File: src/hdl/tlpw_pkg.sv
// Purpose: shared constants for the two-level page walker
// Assumes: 32-bit virtual addresses, 34-bit physical addresses
// Notes: register offsets are byte addresses on the apb bus
`default_nettype none
package tlpw_pkg;
  // ==========================================================
  // address layout
  localparam int VA_W = 32;
  localparam int PA_W = 34;
  localparam int PPN_W = 22;
  localparam int VPN_W = 10;
  localparam int OFF_W = 12;
  localparam int LEVELS = 2;
  localparam logic [33:0] BASE_PAGE_BYTES = 34'h000001000;
  localparam logic [33:0] ENTRY_BYTES = 34'h000000004;
  // ==========================================================
  // entry bit positions
  localparam int PTE_V = 0;
  localparam int PTE_R = 1;
  localparam int PTE_W = 2;
  localparam int PTE_X = 3;
  localparam int PTE_U = 4;
  localparam int PTE_G = 5;
  localparam int PTE_A = 6;
  localparam int PTE_D = 7;
  localparam int PTE_PPN_LO = 10;
  // ==========================================================
  // access types and privilege
  localparam logic [1:0] ACC_LOAD = 2'h0;
  localparam logic [1:0] ACC_STORE = 2'h1;
  localparam logic [1:0] ACC_FETCH = 2'h2;
  localparam logic [1:0] PRIV_U = 2'h0;
  localparam logic [1:0] PRIV_S = 2'h1;
  // ==========================================================
  // fault codes
  localparam logic [1:0] FLT_NONE = 2'h0;
  localparam logic [1:0] FLT_PAGE = 2'h1;
  localparam logic [1:0] FLT_ACCESS = 2'h2;
  // ==========================================================
  // apb register map
  localparam logic [7:0] REG_ROOT = 8'h00;
  localparam logic [7:0] REG_CTRL = 8'h04;
  localparam logic [7:0] REG_STATUS = 8'h08;
  localparam logic [7:0] REG_FENCE = 8'h0c;
  localparam int CTRL_SUA = 0;
  localparam int CTRL_MXR = 1;
  localparam int CTRL_HWAD = 2;
  localparam int CTRL_ACT = 3;
  localparam logic [31:0] CTRL_RESET = 32'h00000004;
  localparam int CACHE_DEPTH = 4;
endpackage : tlpw_pkg
`default_nettype wire

File: src/hdl/tlpw_cache.sv
// Purpose: small private translation cache for leaf entries
// Assumes: fills only from completed walks, never written back
// Notes: read-only and incoherent; flush discards everything
`default_nettype none
module tlpw_cache
  import tlpw_pkg::*;
#(
  parameter int DEPTH = CACHE_DEPTH,
  parameter int ASID_W = 9
)
(
  input wire logic clk_sys_i, // core clock
  input wire logic rst_n_i, // async reset, active low
  input wire logic flush_i, // discard all entries
  input wire logic [19:0] look_vpn_i, // vpn looked up
  input wire logic [ASID_W-1:0] look_asid_i, // current asid
  output logic hit_o, // an entry matches
  output logic [31:0] hit_pte_o, // matching leaf entry
  output logic hit_mega_o, // matching entry is a megapage
  input wire logic fill_i, // install an entry
  input wire logic [19:0] fill_vpn_i, // vpn of the new entry
  input wire logic [ASID_W-1:0] fill_asid_i, // asid of new entry
  input wire logic [31:0] fill_pte_i, // leaf entry
  input wire logic fill_mega_i // leaf came from upper level
);
  logic [DEPTH-1:0] vld;
  logic [19:0] tag [DEPTH];
  logic [ASID_W-1:0] asid [DEPTH];
  logic [31:0] pte [DEPTH];
  logic [DEPTH-1:0] mega;
  logic [$clog2(DEPTH)-1:0] wptr;

  // ==========================================================
  // lookup: asid must match unless the mapping is global
  always_comb
  begin
    hit_o = 1'b0;
    hit_pte_o = 32'h00000000;
    hit_mega_o = 1'b0;
    for (int k = 0; k < DEPTH; k++)
    begin
      if (vld[k] && (asid[k] == look_asid_i || pte[k][PTE_G]) &&
          (mega[k] ? tag[k][19:10] == look_vpn_i[19:10]
                   : tag[k] == look_vpn_i))
      begin
        hit_o = 1'b1;
        hit_pte_o = pte[k];
        hit_mega_o = mega[k];
      end
    end
  end

  // round-robin replacement keeps the cache tiny
  always_ff @(posedge clk_sys_i or negedge rst_n_i)
  begin
    if (!rst_n_i)
    begin
      vld <= '0;
      wptr <= '0;
    end
    else if (flush_i)
    begin
      vld <= '0;
    end
    else if (fill_i)
    begin
      vld[wptr] <= 1'b1;
      wptr <= wptr + 1'b1;
    end
  end

  always_ff @(posedge clk_sys_i)
  begin
    if (fill_i)
    begin
      tag[wptr] <= fill_vpn_i;
      asid[wptr] <= fill_asid_i;
      pte[wptr] <= fill_pte_i;
      mega[wptr] <= fill_mega_i;
    end
  end
endmodule : tlpw_cache
`default_nettype wire

File: src/hdl/tlpw_walker.sv
// Purpose: hardware walker for the 32-bit two-level page scheme
// Assumes: memory port holds pte reads and atomic compare-updates
// Notes: pmp/pma verdicts arrive with each memory response
`default_nettype none
// How it works
// - the translation answer waits until the entry update is acknowledged.
// - all harts share one accessed/dirty scheme, chosen by a control bit.
// - the walker only ever sets accessed and dirty, never clears them.
// - an upper-level leaf maps a 4 MiB page, aligned or page fault.
// - reservation sets stay within one 4 KiB page; pages are 4 KiB.
// - translate only in supervisor or user; start at root times page size.
// - fetch entry at base plus index times four; bad read gives access fault.
// - invalid, write-without-read or reserved bits raise a page fault.
// - read or execute marks a leaf; else descend, below zero faults.
// - upper-level leaf with nonzero low page number is misaligned.
// - user bit checked against privilege, user-access and access type.
// - shadow stack violations raise an access fault.
// - read/write/execute bits must permit the access type.
// - fault mode: clear accessed, or clear dirty on store, page faults.
// - update mode: check store, compare and set bits, retry on mismatch.
// - physical address from entry page number, offset and low vpn.
// - every table access is one full 32-bit word.
// - cache hits need matching asid or a global entry.
// - accessed/dirty updates go to memory, never through the cache.
// - speculative walks set no dirty bit, fault silently, obey fences.
// - all 22 page number bits are used to form addresses.
// - vpn is two 10-bit indices over a 12-bit offset.
// - supervisor may touch user pages only with user-access, never execute.
module tlpw_walker
  import tlpw_pkg::*;
#(
  parameter int ASID_W = 9
)
(
  input wire logic clk_sys_i, // core clock
  input wire logic rst_n_i, // async reset, active low
  // apb slave
  input wire logic psel, // select
  input wire logic penable, // access phase
  input wire logic pwrite, // write
  input wire logic [7:0] paddr, // byte address
  input wire logic [31:0] pwdata, // write data
  output logic [31:0] prdata, // read data
  output logic pready, // ready
  output logic pslverr, // error on unmapped address
  // translation request
  input wire logic req_valid_i, // request valid
  output logic req_ready_o, // request accepted
  input wire logic [31:0] req_va_i, // virtual address
  input wire logic [1:0] req_type_i, // load, store or fetch
  input wire logic [1:0] req_priv_i, // effective privilege
  input wire logic req_spec_i, // speculative walk
  input wire logic req_sstack_i, // shadow stack access
  output logic rsp_valid_o, // one-cycle answer
  output logic [33:0] rsp_pa_o, // physical address
  output logic [1:0] rsp_fault_o, // fault code
  // memory port
  output logic mem_req_o, // request valid
  input wire logic mem_gnt_i, // request accepted
  output logic mem_amo_o, // atomic compare-update
  output logic [33:0] mem_addr_o, // byte address of entry
  output logic [31:0] mem_cmp_o, // expected old entry
  output logic [31:0] mem_wdata_o, // new entry
  input wire logic mem_rvalid_i, // response valid
  input wire logic [31:0] mem_rdata_i, // read data
  input wire logic mem_match_i, // compare matched, stored
  input wire logic mem_err_i // pma/pmp violation
);
  typedef enum {IDLE, LOOK, FETCH, WAIT, AMO, AWAIT, DONE} tlpw_st_type;
  tlpw_st_type st;
  logic [21:0] root;
  logic [ASID_W-1:0] asid;
  logic [31:0] ctrl;
  logic fence_pend;
  logic [31:0] va;
  logic [1:0] typ, priv;
  logic spec, sstk, lvl, killed;
  logic [33:0] base;
  logic [31:0] pte;
  logic [1:0] flt;
  logic [33:0] pa;
  logic [31:0] walks, faults;
  logic hit, hit_mega, do_fill;
  logic [31:0] hit_pte;
  logic apb_acc;
  logic [1:0] chk;
  logic need_ad;

  assign apb_acc = psel && penable;
  assign pready = 1'b1;
  assign pslverr = apb_acc && (paddr > REG_FENCE || paddr[1:0] != 2'h0);

  // ==========================================================
  // apb registers: root, control, fence strobe
  always_ff @(posedge clk_sys_i or negedge rst_n_i)
  begin
    if (!rst_n_i)
    begin
      root <= '0;
      asid <= '0;
      ctrl <= CTRL_RESET;
    end
    else if (apb_acc && pwrite && paddr == REG_ROOT)
    begin
      root <= pwdata[21:0];
      asid <= pwdata[22+ASID_W-1:22];
    end
    else if (apb_acc && pwrite && paddr == REG_CTRL)
    begin
      ctrl <= {28'h0000000, pwdata[3:0]};
    end
  end

  always_comb
  begin
    case (paddr)
      REG_ROOT: prdata = {{(10-ASID_W){1'b0}}, asid, root};
      REG_CTRL: prdata = ctrl;
      REG_STATUS: prdata = {walks[15:0], faults[15:0]};
      default: prdata = 32'h00000000;
    endcase
  end

  // fence write flushes the cache; walks in flight are marked stale
  assign fence_pend = apb_acc && pwrite && paddr == REG_FENCE;

  // ==========================================================
  // translation cache
  assign do_fill = st == DONE && flt == FLT_NONE && !killed;
  tlpw_cache #(.DEPTH(CACHE_DEPTH), .ASID_W(ASID_W)) u_cache (
    .clk_sys_i(clk_sys_i),
    .rst_n_i(rst_n_i),
    .flush_i(fence_pend),
    .look_vpn_i(va[31:12]),
    .look_asid_i(asid),
    .hit_o(hit),
    .hit_pte_o(hit_pte),
    .hit_mega_o(hit_mega),
    .fill_i(do_fill),
    .fill_vpn_i(va[31:12]),
    .fill_asid_i(asid),
    .fill_pte_i(pte),
    .fill_mega_i(lvl)
  );

  // ==========================================================
  // leaf checks, ordered as the walk orders them
  always_comb
  begin
    chk = FLT_NONE;
    need_ad = !pte[PTE_A] || (typ == ACC_STORE && !pte[PTE_D]);
    if (lvl && pte[19:10] != 10'h000)
      chk = FLT_PAGE;
    else if (priv == PRIV_U && !pte[PTE_U])
      chk = FLT_PAGE;
    else if (priv == PRIV_S && pte[PTE_U] &&
             (typ == ACC_FETCH || !ctrl[CTRL_SUA]))
      chk = FLT_PAGE;
    else if (sstk && !(pte[PTE_W] && !pte[PTE_R] == 1'b0 &&
             typ != ACC_FETCH && !pte[PTE_X] && pte[PTE_W]))
      chk = FLT_ACCESS;
    else if ((typ == ACC_FETCH && !pte[PTE_X]) ||
             (typ == ACC_STORE && !pte[PTE_W]) ||
             (typ == ACC_LOAD && !pte[PTE_R] &&
              !(ctrl[CTRL_MXR] && pte[PTE_X])))
      chk = FLT_PAGE;
    else if (need_ad && !ctrl[CTRL_HWAD])
      chk = FLT_PAGE;
  end

  // ==========================================================
  // walk state machine
  always_ff @(posedge clk_sys_i or negedge rst_n_i)
  begin
    if (!rst_n_i)
    begin
      st <= IDLE;
      va <= '0;
      typ <= ACC_LOAD;
      priv <= PRIV_U;
      spec <= 1'b0;
      sstk <= 1'b0;
      lvl <= 1'b1;
      base <= '0;
      pte <= '0;
      flt <= FLT_NONE;
      killed <= 1'b0;
    end
    else
    begin
      if (fence_pend)
        killed <= 1'b1;
      case (st)
        IDLE:
        begin
          if (req_valid_i)
          begin
            va <= req_va_i;
            typ <= req_type_i;
            priv <= req_priv_i;
            spec <= req_spec_i;
            sstk <= req_sstack_i;
            lvl <= 1'b1; // LEVELS-1
            base <= {12'h000, root} * BASE_PAGE_BYTES;
            flt <= FLT_NONE;
            killed <= fence_pend; // a fence on the take edge still counts
            if (!ctrl[CTRL_ACT] || req_priv_i > PRIV_S)
            begin
              flt <= FLT_ACCESS; // no translation outside s/u
              st <= DONE;
            end
            else
              st <= LOOK;
          end
        end
        LOOK:
        begin
          // a cached leaf that still needs a/d is refetched from memory
          if (hit && hit_pte[PTE_A] &&
              (typ != ACC_STORE || hit_pte[PTE_D]))
          begin
            pte <= hit_pte;
            lvl <= hit_mega;
            st <= AMO;
          end
          else
            st <= FETCH;
        end
        FETCH:
        begin
          if (mem_gnt_i)
            st <= WAIT;
        end
        WAIT:
        begin
          if (mem_rvalid_i)
            pte <= mem_rdata_i;
          if (mem_rvalid_i && mem_err_i)
          begin
            flt <= FLT_ACCESS;
            st <= DONE;
          end
          else if (mem_rvalid_i)
            st <= AMO; // evaluate entry next cycle
        end
        AMO:
        begin
          if (!pte[PTE_V] || (pte[PTE_W] && !pte[PTE_R]) ||
              (!(pte[PTE_R] || pte[PTE_X]) &&
               (pte[PTE_D] || pte[PTE_A] || pte[PTE_U])))
          begin
            flt <= FLT_PAGE;
            st <= DONE;
          end
          else if (!(pte[PTE_R] || pte[PTE_X]))
          begin
            if (!lvl)
            begin
              flt <= FLT_PAGE;
              st <= DONE;
            end
            else
            begin
              lvl <= 1'b0;
              base <= {pte[31:10], 12'h000}; // full ppn
              st <= FETCH;
            end
          end
          else if (chk != FLT_NONE)
          begin
            flt <= chk;
            st <= DONE;
          end
          else if (need_ad && !(spec && typ == ACC_STORE))
            st <= AWAIT;
          else if (need_ad)
          begin
            flt <= FLT_PAGE; // speculative store never dirties
            st <= DONE;
          end
          else
            st <= DONE;
        end
        AWAIT:
        begin
          if (mem_rvalid_i && mem_err_i)
          begin
            flt <= FLT_ACCESS;
            st <= DONE;
          end
          else if (mem_rvalid_i && mem_match_i)
          begin
            pte <= mem_wdata_o;
            st <= DONE;
          end
          else if (mem_rvalid_i)
            st <= FETCH;
        end
        DONE:
          st <= IDLE;
        default:
          st <= IDLE;
      endcase
    end
  end

  // memory port: fetch uses one word at base plus index times four
  logic amo_sent;
  always_ff @(posedge clk_sys_i or negedge rst_n_i)
  begin
    if (!rst_n_i)
      amo_sent <= 1'b0;
    else if (st != AWAIT)
      amo_sent <= 1'b0;
    else if (mem_gnt_i)
      amo_sent <= 1'b1;
  end

  assign mem_req_o = st == FETCH || (st == AWAIT && !amo_sent);
  assign mem_amo_o = st == AWAIT;
  assign mem_addr_o = base + ({24'h000000, lvl ? va[31:22] : va[21:12]} *
                      ENTRY_BYTES);
  assign mem_cmp_o = pte;
  // only ever sets bits
  assign mem_wdata_o = pte | (32'h1 << PTE_A) |
                       ((typ == ACC_STORE) ? (32'h1 << PTE_D) : 32'h0);

  // ==========================================================
  // answer: address formed from entry and va
  always_comb
  begin
    pa = {pte[31:10], va[11:0]};
    if (lvl)
      pa[21:12] = va[21:12];
  end

  assign req_ready_o = st == IDLE;
  // speculative walks report no fault
  always_ff @(posedge clk_sys_i or negedge rst_n_i)
  begin
    if (!rst_n_i)
    begin
      rsp_valid_o <= 1'b0;
      rsp_pa_o <= '0;
      rsp_fault_o <= FLT_NONE;
    end
    else
    begin
      rsp_valid_o <= st == DONE;
      rsp_pa_o <= pa; // 4 KiB pages bound reservations
      rsp_fault_o <= spec ? FLT_NONE : flt;
    end
  end

  // counters shown in the status register
  always_ff @(posedge clk_sys_i or negedge rst_n_i)
  begin
    if (!rst_n_i)
    begin
      walks <= '0;
      faults <= '0;
    end
    else if (st == DONE)
    begin
      walks <= walks + 32'h1;
      if (flt != FLT_NONE)
        faults <= faults + 32'h1;
    end
  end

  // ==========================================================
  // checks
  chk_amo_sets: assert property (@(posedge clk_sys_i) disable iff (!rst_n_i)
    mem_req_o && mem_amo_o |-> (mem_wdata_o & mem_cmp_o) == mem_cmp_o)
    else $error("update clears a bit");
  chk_req_held: assert property (@(posedge clk_sys_i) disable iff (!rst_n_i)
    mem_req_o && !mem_gnt_i |=> mem_req_o && $stable(mem_addr_o))
    else $error("memory request dropped");
  chk_spec_nofault: assert property (@(posedge clk_sys_i)
    disable iff (!rst_n_i) rsp_valid_o && spec |-> rsp_fault_o == FLT_NONE)
    else $error("speculative fault");
  chk_pa_offset: assert property (@(posedge clk_sys_i) disable iff (!rst_n_i)
    rsp_valid_o |-> rsp_pa_o[11:0] == va[11:0])
    else $error("offset changed");
  chk_addr_word: assert property (@(posedge clk_sys_i) disable iff (!rst_n_i)
    mem_req_o |-> mem_addr_o[1:0] == 2'h0)
    else $error("unaligned entry access");
  chk_upd_before: assert property (@(posedge clk_sys_i) disable iff (!rst_n_i)
    st == AWAIT && !mem_rvalid_i |=> !rsp_valid_o)
    else $error("answer before update");
  chk_fence_fill: assert property (@(posedge clk_sys_i) disable iff (!rst_n_i)
    fence_pend && st != IDLE |=> !do_fill)
    else $error("stale fill");
  chk_answer_one: assert property (@(posedge clk_sys_i) disable iff (!rst_n_i)
    rsp_valid_o |=> !rsp_valid_o)
    else $error("answer not one cycle");
  cov_hit: cover property (@(posedge clk_sys_i) st == LOOK && hit);
  cov_amo: cover property (@(posedge clk_sys_i) st == AWAIT && mem_rvalid_i);
  cov_fault: cover property (@(posedge clk_sys_i)
    rsp_valid_o && rsp_fault_o == FLT_PAGE);
endmodule : tlpw_walker
`default_nettype wire

File: config.mk
export PLATFORM = sky130hd
export DESIGN_NAME = tlpw_walker
export DESIGN_NICKNAME = d
export VERILOG_FILES = /design/src/hdl/tlpw_pkg.sv /design/src/hdl/tlpw_cache.sv /design/src/hdl/tlpw_walker.sv
export SDC_FILE = /design/constraint.sdc
export NUM_CORES = 1
export LEC_CHECK = 0
export ABC_AREA = 0
export BUFFER_PORTS_ARGS = -buffer_cell sky130_fd_sc_hd__buf_2
export CAP_MARGIN = 20
export CORE_ASPECT_RATIO = 1.25
export CORE_MARGIN = 5
export CORE_UTILIZATION = 30
export CTS_CLUSTER_DIAMETER = 60
export DETAILED_ROUTE_END_ITERATION = 10
export PLACE_DENSITY = 0.44
export SLEW_MARGIN = 20
export SYNTH_ARGS = -nofsm -noshare
export SYNTH_HDL_FRONTEND = slang
export SYNTH_SLANG_ARGS = --single-unit
File: constraint.sdc
create_clock -name clk_sys_i -period 4.3 [get_ports clk_sys_i]
set_input_delay 0.86 -clock clk_sys_i [delete_from_list [all_inputs] [get_ports clk_sys_i]]
set_output_delay 0.86 -clock clk_sys_i [all_outputs]
set_load 0.005 [all_outputs]
==> results of run 1 <==
==> registers in the layout, indices dropped and copies added (netlist names), 9 cells and up <==
| name | cells |
|---|---|
| asid | 9 |
| base | 22 |
| faults | 16 |
| mem_cmp_o | 32 |
| root | 22 |
| rsp_pa_o | 34 |
| u_cache.asid | 36 |
| u_cache.pte | 128 |
| u_cache.tag | 80 |
| va | 32 |
| walks | 16 |
==> placed cells by master, fill, tap and decap left out, types with 6 or more instances in the layout <==
master	instances
a21oi_1	42
a221oi_1	30
a22o_1	27
and3_1	8
buf_12	7
buf_2	285
buf_4	45
clkbuf_1	13
clkbuf_16	53
clkinv_1	6
clkinv_2	8
dfrtp_1	208
diode_2	6
edfxtp_1	248
ha_1	6
inv_1	10
mux2_2	126
mux2_4	29
mux2i_1	27
nand2_1	64
nand3_1	27
nand4_1	24
nor2_1	101
nor2b_1	10
nor3_1	9
nor4_1	17
o21ai_0	11
o31ai_1	30
xnor2_1	82
xor2_1	64
==> metrics by stage <==
stage / hold slack, ns / std cells
finish: 0.2260 / 2588
global route: 0.2684 / 2583
CTS: 0.2697 / 2582
detailed placement: 0.3649 / 2482
global placement: 0.3569 / 2482
floorplan: 0.3501 / 1417
==> final cells by class <==
cell class | count | area (µm²)
multi-input combinational | 820 | 6399
antenna | 6 | 15.01
timing repair buffer | 338 | 1919
sequential | 458 | 12700
tap | 856 | 1071
clock inverter | 29 | 314.1
clock buffer | 71 | 1444
inverter | 10 | 37.54
fill | 6344 | 41650
==> how the worst max path moves through the flow <==
stage / start / end / slack, ns / depth (start not counted)
5_1_grt: asid[1] / mem_cmp_o[4] / 0.28 / 10
6_report: va[15] / mem_cmp_o[8] / 0.43 / 10
2_1_floorplan: st[0] / u_cache.asid[0][0] / 0.89 / 6
3_5_place_dp: asid[1] / mem_cmp_o[25] / 0.39 / 10
3_3_place_gp: va[15] / mem_cmp_o[25] / 0.45 / 10
4_1_cts: asid[1] / mem_cmp_o[8] / 0.34 / 10
==> worst max-delay path, delay by kind of cell (launching register included) <==
family,cells,cell delay [ns]
muxes,1,0.32
AOI/OAI and AO/OA,5,1.25
buffers and inverters,1,0.22
and+or+nand+nor,2,1.14
DFF,1,0.55
xor gates and xnor gates,1,0.23
==> per-layer routing <==
| metal | up-vias | track usage |
|---|---|---|
| li1 | 5684 | - |
| met1 | 6286 | 0.2121 |
| met5 | - | 0 |
| met2 | 328 | 0.2724 |
| met4 | 10 | 0.03581 |
| met3 | 79 | 0.04164 |
==> kinds of logic (layout without fill, tap and decap cells) <==
group           Yosys count  after routing  share of synthesized area
compound gates          182            182                    0.06835
xor+xnor                147            147                    0.06532
fa+ha+maj                 6              6                   0.003787
buf+inv                 139            448                    0.04033
flops                   458            458                     0.6408
mux                     185            185                     0.1089
other cells               2             10                  0.0003788
simple gates            296            296                    0.07214
==> synthesized netlist by cell type (all sizes together), types with 18 or more instances <==
cell type  instances
edfxtp           248
dfrtp            208
mux2             158
nor2             103
buf               82
xnor2             82
xor2              65
nand2             64
clkbuf            47
a21oi             44
a221oi            31
o31ai             30
a22o              28
mux2i             27
nand3             27
nand4             24
nor4              18
==> power breakdown <==
group | total (mW) | switching [mW] | internal, mW
logic | 3.28 | 1.73 | 1.56
clock network | 4.53 | 1.86 | 2.67
registers | 6.37 | 0.857 | 5.52
total | 14.2 | 4.44 | 9.74
==> flow_metrics.env, run 1 <==
export IMPL_worst_slew_pin_slew_ns=1.072
export IMPL_yosysSeqAreaShare=0.6408
export IMPL_groute_usage_overall=0.1621
export IMPL_synth_seq_cells=458
export IMPL_drv_cap=0
export IMPL_ctsResizeCount=0
export IMPL_rows=105
export IMPL_cts_hold_buf=0
export IMPL_rr_endpoint="mem_cmp_o[8]"
export IMPL_postSynthCellCount=1415
export IMPL_topRoutingLayerUsed="met5"
export IMPL_fin_setup_tns_ns=0
export IMPL_wl_met3_um=3647
export IMPL_postSynth_asyncResetShare=0.4585
export IMPL_maxSlewViolCount=0
export IMPL_cts_root_buf="clkbuf_16"
export IMPL_cts_tree="yes"
export IMPL_die_x_um=239.9
export IMPL_gp_congestion=0.8018
export IMPL_drt_total_wl_um=59290
export IMPL_numClockSinks=458
export IMPL_wl_met1_um=25570
export IMPL_wl_met2_um=28910
export IMPL_critPathKind="flip-flop to flip-flop"
export IMPL_grt_pass1_vias=12850
export IMPL_place_area_um2=22130
export IMPL_yosysTopAreaCellShare=0.3756
export IMPL_finClkSkew_ns=0.02384
export IMPL_critPathMaxFanout=23
export IMPL_crit_arrival_ns=4.33
export IMPL_regToRegStartpoint="va[15]"
export IMPL_slowest_stage="or4_1"
export IMPL_critPathMaxStageDelay_ns=0.62
export IMPL_die_h_um=297.4
export IMPL_peakVddDrop_mv=0.3552
export IMPL_die_area_um2=71360
export IMPL_ant_nets=0
export IMPL_syn_cell_area_um2=19830
export IMPL_firstDrtPassIters=5
export IMPL_clkTransAtPathRegs_ns=0.06
export IMPL_worstSetupEndpointType="flip-flop"
export IMPL_critPathLaunchType="flip-flop"
export IMPL_outcome="finished clean"
export IMPL_clk_path_buf_depth=3
export IMPL_max_freq_ghz=0.2586
export IMPL_cts_htree_levels=2
export IMPL_finalHoldViolations=0
export IMPL_antenna_found_initial=17
export IMPL_ys_warn_count=0
export IMPL_dpl_worst_slack_ns=0.3913
export IMPL_clock_latency_ns=0.60
export IMPL_syn_area_per_cell_um2=14.01
export IMPL_io_pins=292
export IMPL_synth_edf_count=248
export IMPL_wl_per_cell_um=22.91
export IMPL_power_total_mw=14.19
export IMPL_route_detailed_drc=0
export IMPL_ys_flop_type="edfxtp_1"
export IMPL_period_needed_ns=3.867
export IMPL_rsz0062_at_grt="no"
export IMPL_place_hpwl_um=41200
export IMPL_grt_pass1_wl_um=87370
export IMPL_drive_gt1_frac=0.3488
export IMPL_power_density_nw_per_um2=593.5
export IMPL_path_cells="xor2_1, nor4_1, a41oi_1, or4_1, o221ai_2, o211ai_2, a221oi_2, o21ba_4, buf_12, mux2_4"
export IMPL_grt_start_max_net_pins=77
export IMPL_synth_cell_types=68
export IMPL_cts_setup_buffers=0
export IMPL_critical_path_required_ns=4.76
export IMPL_synthToLayoutAreaGrowth_pct=20.57
export IMPL_stdcell_area_um2=23900
export IMPL_grt_overflow=0
export IMPL_cts_buffers=53
export IMPL_floorplan_initialDensity=0.3024
export IMPL_vias=12390
export IMPL_synth_top_area_cell="edfxtp_1"
export IMPL_via_per_inst=4.786
export IMPL_core_area_um2=65560
export IMPL_r2r_slack_ns=0.43
export IMPL_leakage_nw=9.669
export IMPL_maxSlewHeadroom=0.2836
export IMPL_fin_util=0.3646
export IMPL_finalWorstSetupSlack_ns=0.4333
export IMPL_setup_viol=0
export IMPL_synth_area_top_cells="edfxtp_1 38%, dfrtp_1 26%, mux2_2 7.2%, xnor2_1 3.6%, xor2_1 2.8%"
export IMPL_hold_path_class="input pin to async pin"
export IMPL_port_buffers=286
export IMPL_nets=1807
export IMPL_fin_crit_sh=0.8992
export IMPL_r2r_cells=10
export IMPL_drtIter0Drc=730
No activity file was read; power rests on OpenSTA's default activity.
==> inputs of run 2 (changes only) <==
--- a/config.mk
+++ b/config.mk
@@ -10,10 +10,10 @@
 export CAP_MARGIN = 20
 export CORE_ASPECT_RATIO = 1.25
 export CORE_MARGIN = 5
-export CORE_UTILIZATION = 30
+export CORE_UTILIZATION = 35
 export CTS_CLUSTER_DIAMETER = 60
 export DETAILED_ROUTE_END_ITERATION = 10
-export PLACE_DENSITY = 0.44
+export PLACE_DENSITY = 0.5
 export SLEW_MARGIN = 20
 export SYNTH_ARGS = -nofsm -noshare
 export SYNTH_HDL_FRONTEND = slang
==> flow_metrics.env, run 2 (same netlist as run 1, synthesis figures left out) <==
export IMPL_outcome="finished clean"
export IMPL_critical_path_required_ns=4.76
export IMPL_drive_gt1_frac=0.3407
export IMPL_fin_setup_tns_ns=0
export IMPL_synthToLayoutAreaGrowth_pct=18.28
export IMPL_period_needed_ns=3.818
export IMPL_die_area_um2=61530
export IMPL_drt_total_wl_um=55850
export IMPL_fin_crit_sh=0.8879
export IMPL_core_area_um2=56070
export IMPL_nFillCells=5307
export IMPL_clkTransAtPathRegs_ns=0.06
export IMPL_finalWorstSetupSlack_ns=0.4819
export IMPL_vias=12310
export IMPL_leakage_nw=9.510
export IMPL_die_h_um=276.1
export IMPL_cts_setup_buffers=0
export IMPL_dpl_worst_slack_ns=0.4222
export IMPL_wl_per_cell_um=22.71
export IMPL_clock_latency_ns=0.58
export IMPL_r2r_cells=11
export IMPL_maxSlewHeadroom=0.2721
export IMPL_drv_cap=0
export IMPL_groute_usage_overall=0.1777
export IMPL_drtIter0Drc=787
export IMPL_critPathKind="flip-flop to flip-flop"
export IMPL_cts_tree="yes"
export IMPL_fin_cells=2459
export IMPL_setup_viol=0
export IMPL_grt_start_max_net_pins=92
export IMPL_timing_critical_path_buf_inv=2
export IMPL_clk_path_buf_depth=3
export IMPL_cts_htree_levels=2
export IMPL_final_common_cell="buf_2"
export IMPL_cp_top_family="simple AND/OR/NAND/NOR gates"
export IMPL_path_common_cell="nor4_1"
export IMPL_grt_pass1_vias=12890
export IMPL_finClkSkew_ns=0.01832
export IMPL_grt_overflow=0
export IMPL_numClockSinks=458
export IMPL_io_pins=292
export IMPL_layout_common_cells="285 x buf_2, 248 x edfxtp_1, 208 x dfrtp_1, 126 x mux2_2, 101 x nor2_1"
export IMPL_cts_hold_buf=0
export IMPL_reg_top3="u_cache.pte x128, u_cache.tag x80, u_cache.asid x36"
export IMPL_place_hpwl_um=38590
export IMPL_cts_root_buf="clkbuf_16"
export IMPL_gp_congestion=0.8173
export IMPL_regMostFlops="u_cache.pte"
export IMPL_route_detailed_drc=0
export IMPL_max_freq_ghz=0.2619
export IMPL_finalHoldViolations=0
export IMPL_port_buffers=286
export IMPL_slowest_stage="dfrtp_1"
export IMPL_path_cells="xor2_1, nor4_1, a41oi_1, nor4_1, buf_4, nor2b_2, nand2_1, a221oi_2, o21ba_4, buf_12, mux2_4"
export IMPL_cts_buffers=49
export IMPL_hold_slack_ns=0.2398
export IMPL_largest_register_ffs=128
export IMPL_worstSetupEndpointType="flip-flop"
export IMPL_via_per_inst=5.005
export IMPL_crit_arrival_ns=4.28
export IMPL_rsz0062_at_grt="no"
export IMPL_rows=97
export IMPL_grt_pass1_wl_um=84330
export IMPL_cp_depth=11
export IMPL_worst_slew_pin_slew_ns=1.089
export IMPL_ant_nets=0
export IMPL_firstDrtPassIters=5
export IMPL_critPathMaxFanout=23
export IMPL_power_density_nw_per_um2=580.1
export IMPL_dpl_cell_count=2362
export IMPL_die_x_um=222.9
export IMPL_critPathMaxStageDelay_ns=0.58
export IMPL_hold_path_class="input pin to async pin"
export IMPL_ctsResizeCount=0
export IMPL_critPathLaunchType="flip-flop"
export IMPL_antenna_found_initial=10
export IMPL_nets=1797
export IMPL_floorplan_initialDensity=0.3536
export IMPL_peakVddDrop_mv=0.2914
export IMPL_maxSlewViolCount=0
export IMPL_fin_util=0.4182
==> run 2: changes by cell type in the layout (fill, tap and decap cells not counted), sizes merged <==
cell	change
buf	-6
bufinv	-4
inv	+2
clkinv	-7
==> run 2: per-layer routing <==
layer / global-route usage / vias to the layer above / share of wire / wire length [µm]
li1: - / 5659 / - / -
met1: 0.2380 / 6234 / 0.44 / 24320
met2: 0.2952 / 321 / 0.49 / 27210
met3: 0.03523 / 87 / 0.051 / 2855
met4: 0.05075 / 6 / 0.025 / 1416
met5: 0 / - / 0.00084 / 47
==> run 2: cell type report <==
type | instances | area [µm²] | area share
Clock inverter | 20 | 135.1 | 0.005763
Antenna cell | 6 | 15.01 | 0.0006403
Tap cell | 742 | 928.4 | 0.03959
Clock buffer | 71 | 1369 | 0.05837
Multi-Input combinational cell | 820 | 6397 | 0.2728
Inverter | 10 | 37.54 | 0.001601
Sequential cell | 458 | 12700 | 0.5418
Timing Repair Buffer | 332 | 1862 | 0.07940
==> run 2: report_power, final <==
part | internal (mW) | switching [mW]
Sequential | 5.51 | 0.960
Clock | 2.27 | 1.72
Combinational | 1.54 | 1.59
==> run 2: worst paths after layout <==
kind	from	end	slack, ns
setup reg to reg	va[16]	mem_cmp_o[17]	0.48
setup / recovery	va[16]	mem_cmp_o[17]	0.48
hold reg to reg	va[0]	rsp_pa_o[0]	0.37
max in group asynchronous	rst_n_i	asid[2]	3.03
min in group clk_sys_i	va[0]	rsp_pa_o[0]	0.37
hold / removal	rst_n_i	rsp_pa_o[27]	0.24
==> run 2: through the flow <==
step           area [µm²]  power, mW
3_5_place_dp        21930      9.770
4_1_cts             23430      13.84
5_1_grt             23440      14.34
6_report            23450      13.60
2_1_floorplan       19830      8.259
3_3_place_gp        21930      9.706
==> run 2: worst register-to-register path, stage by stage (launching register included) <==
cell	delay, ns
dfrtp_1	0.58
xor2_1	0.25
nor4_1	0.45
a41oi_1	0.32
nor4_1	0.48
buf_4	0.23
nor2b_2	0.21
nand2_1	0.12
a221oi_2	0.30
o21ba_4	0.20
buf_12	0.22
mux2_4	0.35
==> inputs of run 3 (changes only) <==
--- a/config.mk
+++ b/config.mk
@@ -17,4 +17,5 @@
 export SLEW_MARGIN = 20
 export SYNTH_ARGS = -nofsm -noshare
 export SYNTH_HDL_FRONTEND = slang
+export SYNTH_HIERARCHICAL = 1
 export SYNTH_SLANG_ARGS = --single-unit
==> flow_metrics.env, run 3 <==
export IMPL_outcome="finished clean"
export IMPL_critPathMaxStageDelay_ns=0.70
export IMPL_place_area_um2=21720
export IMPL_nFillCells=5252
export IMPL_critPathKind="flip-flop to flip-flop"
export IMPL_synthToLayoutAreaGrowth_pct=20.41
export IMPL_synth_cell_types=70
export IMPL_vias=12350
export IMPL_floorplan_initialDensity=0.3547
export IMPL_postSynthCellCount=1409
export IMPL_hold_path_class="input pin to async pin"
export IMPL_ctsResizeCount=0
export IMPL_fin_crit_sh=0.9240
export IMPL_regMostFlops="u_cache/pte"
export IMPL_synth_seq_cells=458
export IMPL_path_cells="xor2_1, nor4_1, a41oi_1, nor3_4, nor3_4, a221oi_2, o21ai_1, nor3b_1, o31ai_1, nor2b_1, o21ai_0, mux2_2"
export IMPL_grt_start_max_net_pins=104
export IMPL_antenna_found_initial=6
export IMPL_core_area_um2=55010
export IMPL_place_hpwl_um=37640
export IMPL_worstSetupEndpointType="flip-flop"
export IMPL_syn_cell_area_um2=19510
export IMPL_clock_latency_ns=0.60
export IMPL_pwr_share_seq=0.466
export IMPL_firstDrtPassIters=5
export IMPL_clk_path_buf_depth=3
export IMPL_die_h_um=274.0
export IMPL_period_needed_ns=3.973
export IMPL_port_buffers=286
export IMPL_drv_cap=0
export IMPL_drt_total_wl_um=55760
export IMPL_leakage_nw=9.715
export IMPL_die_area_um2=60600
export IMPL_drtIter0Drc=660
export IMPL_power_switching_mw=4.041
export IMPL_critical_path_required_ns=4.76
export IMPL_grt_pass1_wl_um=83480
export IMPL_max_freq_ghz=0.2517
export IMPL_rows=96
export IMPL_final_common_cell="buf_2"
export IMPL_synth_edf_count=248
export IMPL_reg_top3="u_cache/pte x128, u_cache/tag x80, u_cache/asid x36"
export IMPL_gp_congestion=0.8131
export IMPL_synth_area_top_cells="edfxtp_1 38%, dfrtp_1 27%, xnor2_1 3.8%, mux2_2 3.8%, xor2_1 2.9%"
export IMPL_cts_root_buf="clkbuf_16"
export IMPL_seq_area_um2=12700
export IMPL_cts_tree="yes"
export IMPL_cts_hold_buf=0
export IMPL_stdcell_area_um2=23490
export IMPL_grt_overflow=0
export IMPL_critPathMaxFanout=11
export IMPL_cts_htree_levels=2
export IMPL_yosysTopAreaCellShare=0.3817
export IMPL_rsz0062_at_grt="no"
export IMPL_groute_usage_overall=0.1787
export IMPL_maxSlewHeadroom=0.3215
export IMPL_path_common_cell="nor3_4"
export IMPL_peakVddDrop_mv=0.3405
export IMPL_combPwrFrac=0.199
export IMPL_finalWorstSetupSlack_ns=0.3268
export IMPL_crit_arrival_ns=4.44
export IMPL_nets=1819
export IMPL_wl_per_cell_um=22.52
export IMPL_worst_slew_pin_slew_ns=1.015
export IMPL_synthTopCellsByCount="248 x edfxtp_1, 208 x dfrtp_1, 111 x nand2_1"
export IMPL_ys_flop_type="edfxtp_1"
export IMPL_setup_viol=0
export IMPL_numClockSinks=458
export IMPL_multiInputGateArea_um2=6103
export IMPL_postSynth_asyncResetShare=0.4585
export IMPL_ant_nets=0
export IMPL_io_pins=292
export IMPL_post_synth_top_count_cell="edfxtp_1"
export IMPL_clkPwrFrac=0.335
export IMPL_cts_setup_buffers=0
export IMPL_maxSlewViolCount=0
export IMPL_layout_common_cells="285 x buf_2, 248 x edfxtp_1, 208 x dfrtp_1, 111 x nand2_1, 92 x o21ai_0"
export IMPL_finalHoldViolations=0
export IMPL_route_detailed_drc=0
export IMPL_slowest_stage="dfrtp_1"
export IMPL_largest_register_ffs=128
export IMPL_p_int_mw=9.306
export IMPL_switching_share=0.3028
export IMPL_via_per_inst=4.989
export IMPL_fin_setup_tns_ns=0
export IMPL_power_density_nw_per_um2=568.1
export IMPL_grt_pass1_vias=12900
export IMPL_dpl_worst_slack_ns=0.3125
export IMPL_cts_buffers=50
export IMPL_power_total_mw=13.35
export IMPL_yosysSeqAreaShare=0.6511
export IMPL_clkTransAtPathRegs_ns=0.06
export IMPL_drive_gt1_frac=0.3164
export IMPL_die_x_um=221.2
export IMPL_critPathLaunchType="flip-flop"
export IMPL_syn_area_per_cell_um2=13.85
export IMPL_finClkSkew_ns=0.02188
export IMPL_ys_warn_count=6
export IMPL_synth_top_area_cell="edfxtp_1"
-- run 3: cell types whose count changed in the layout (fill, tap and decap cells not counted), sizes merged, moves of 5 or more --
cell    change
nand4       -5
buf        +13
nor2       -61
a21oi      -34
nand3       -9
mux2       -62
clkbuf      -7
nand2      +47
o21ai     +117
nand2b      +6
a22oi      +29
o31ai      -27
-- run 3: cell type report --
class / count / share of cell area
Antenna cell: 6 / 0.0006391
Multi-Input combinational cell: 823 / 0.2598
Clock inverter: 30 / 0.01321
Tap cell: 735 / 0.03914
Timing Repair Buffer: 345 / 0.08372
Sequential cell: 458 / 0.5408
Clock buffer: 64 / 0.06034
Inverter: 15 / 0.002397
-- run 3: worst paths after layout --
| check | start | endpoint | slack [ns] | depth (start not counted) |
|---|---|---|---|---|
| max in group asynchronous | rst_n_i | ctrl[2] | 2.97 | 2 |
| worst min-delay path | rst_n_i | root[10] | 0.34 | 1 |
| worst max register to register | va[18] | mem_cmp_o[7] | 0.33 | 12 |
| worst max-delay path | va[18] | mem_cmp_o[7] | 0.33 | 12 |
| worst min register to register | va[11] | rsp_pa_o[11] | 0.36 | 0 |
| min in group clk_sys_i | va[11] | rsp_pa_o[11] | 0.36 | 0 |
-- run 3: power by group through the flow --
stage               Combinational, mW  Clock (mW)  Sequential, mW
CTS                              2.70        4.62            6.24
detailed placement               2.68           0            6.32
floorplan                        1.67           0            6.00
global placement                 2.66           0            6.30
finish                           2.65        4.47            6.22
global route                     2.92        4.80            6.32
-- run 3: per-stage QoR --
| step | utilization | hold slack [ns] | std cells |
|---|---|---|---|
| finish | 0.4271 | 0.3387 | 2476 |
| global route | 0.4268 | 0.3691 | 2471 |
| CTS | 0.4263 | 0.3527 | 2469 |
| detailed placement | 0.3949 | 0.3588 | 2375 |
| global placement | 0.3949 | 0.3543 | 2375 |
| floorplan | - | 0.3501 | 1411 |
-- run 3: cell families (layout without fill, tap and decap cells) --
logic type / after synthesis / in the layout / share of synthesized area
flops: 458 / 458 / 0.6511
simple gates: 276 / 276 / 0.07073
compound gates: 265 / 265 / 0.09895
xor+xnor: 148 / 148 / 0.06644
buf+inv: 130 / 454 / 0.03873
mux: 124 / 124 / 0.06977
fa+ha+maj: 6 / 6 / 0.003848
other cells: 2 / 10 / 0.0003849
-- run 3: layer usage --
layer / up-vias / routed length, µm / GRT usage
met3: 83 / 2989 / 0.04026
met1: 6227 / 24080 / 0.2333
met4: 2 / 1364 / 0.05045
met5: - / 13 / 0
li1: 5721 / - / -
met2: 321 / 27310 / 0.3015
-- run 3: worst max-delay path: cells and delay by family, from the launching register on --
family,cells,cell delay [ns]
compound gates,5,1.14
xor+xnor,1,0.15
flops,1,0.70
mux,1,0.37
simple gates,5,1.47
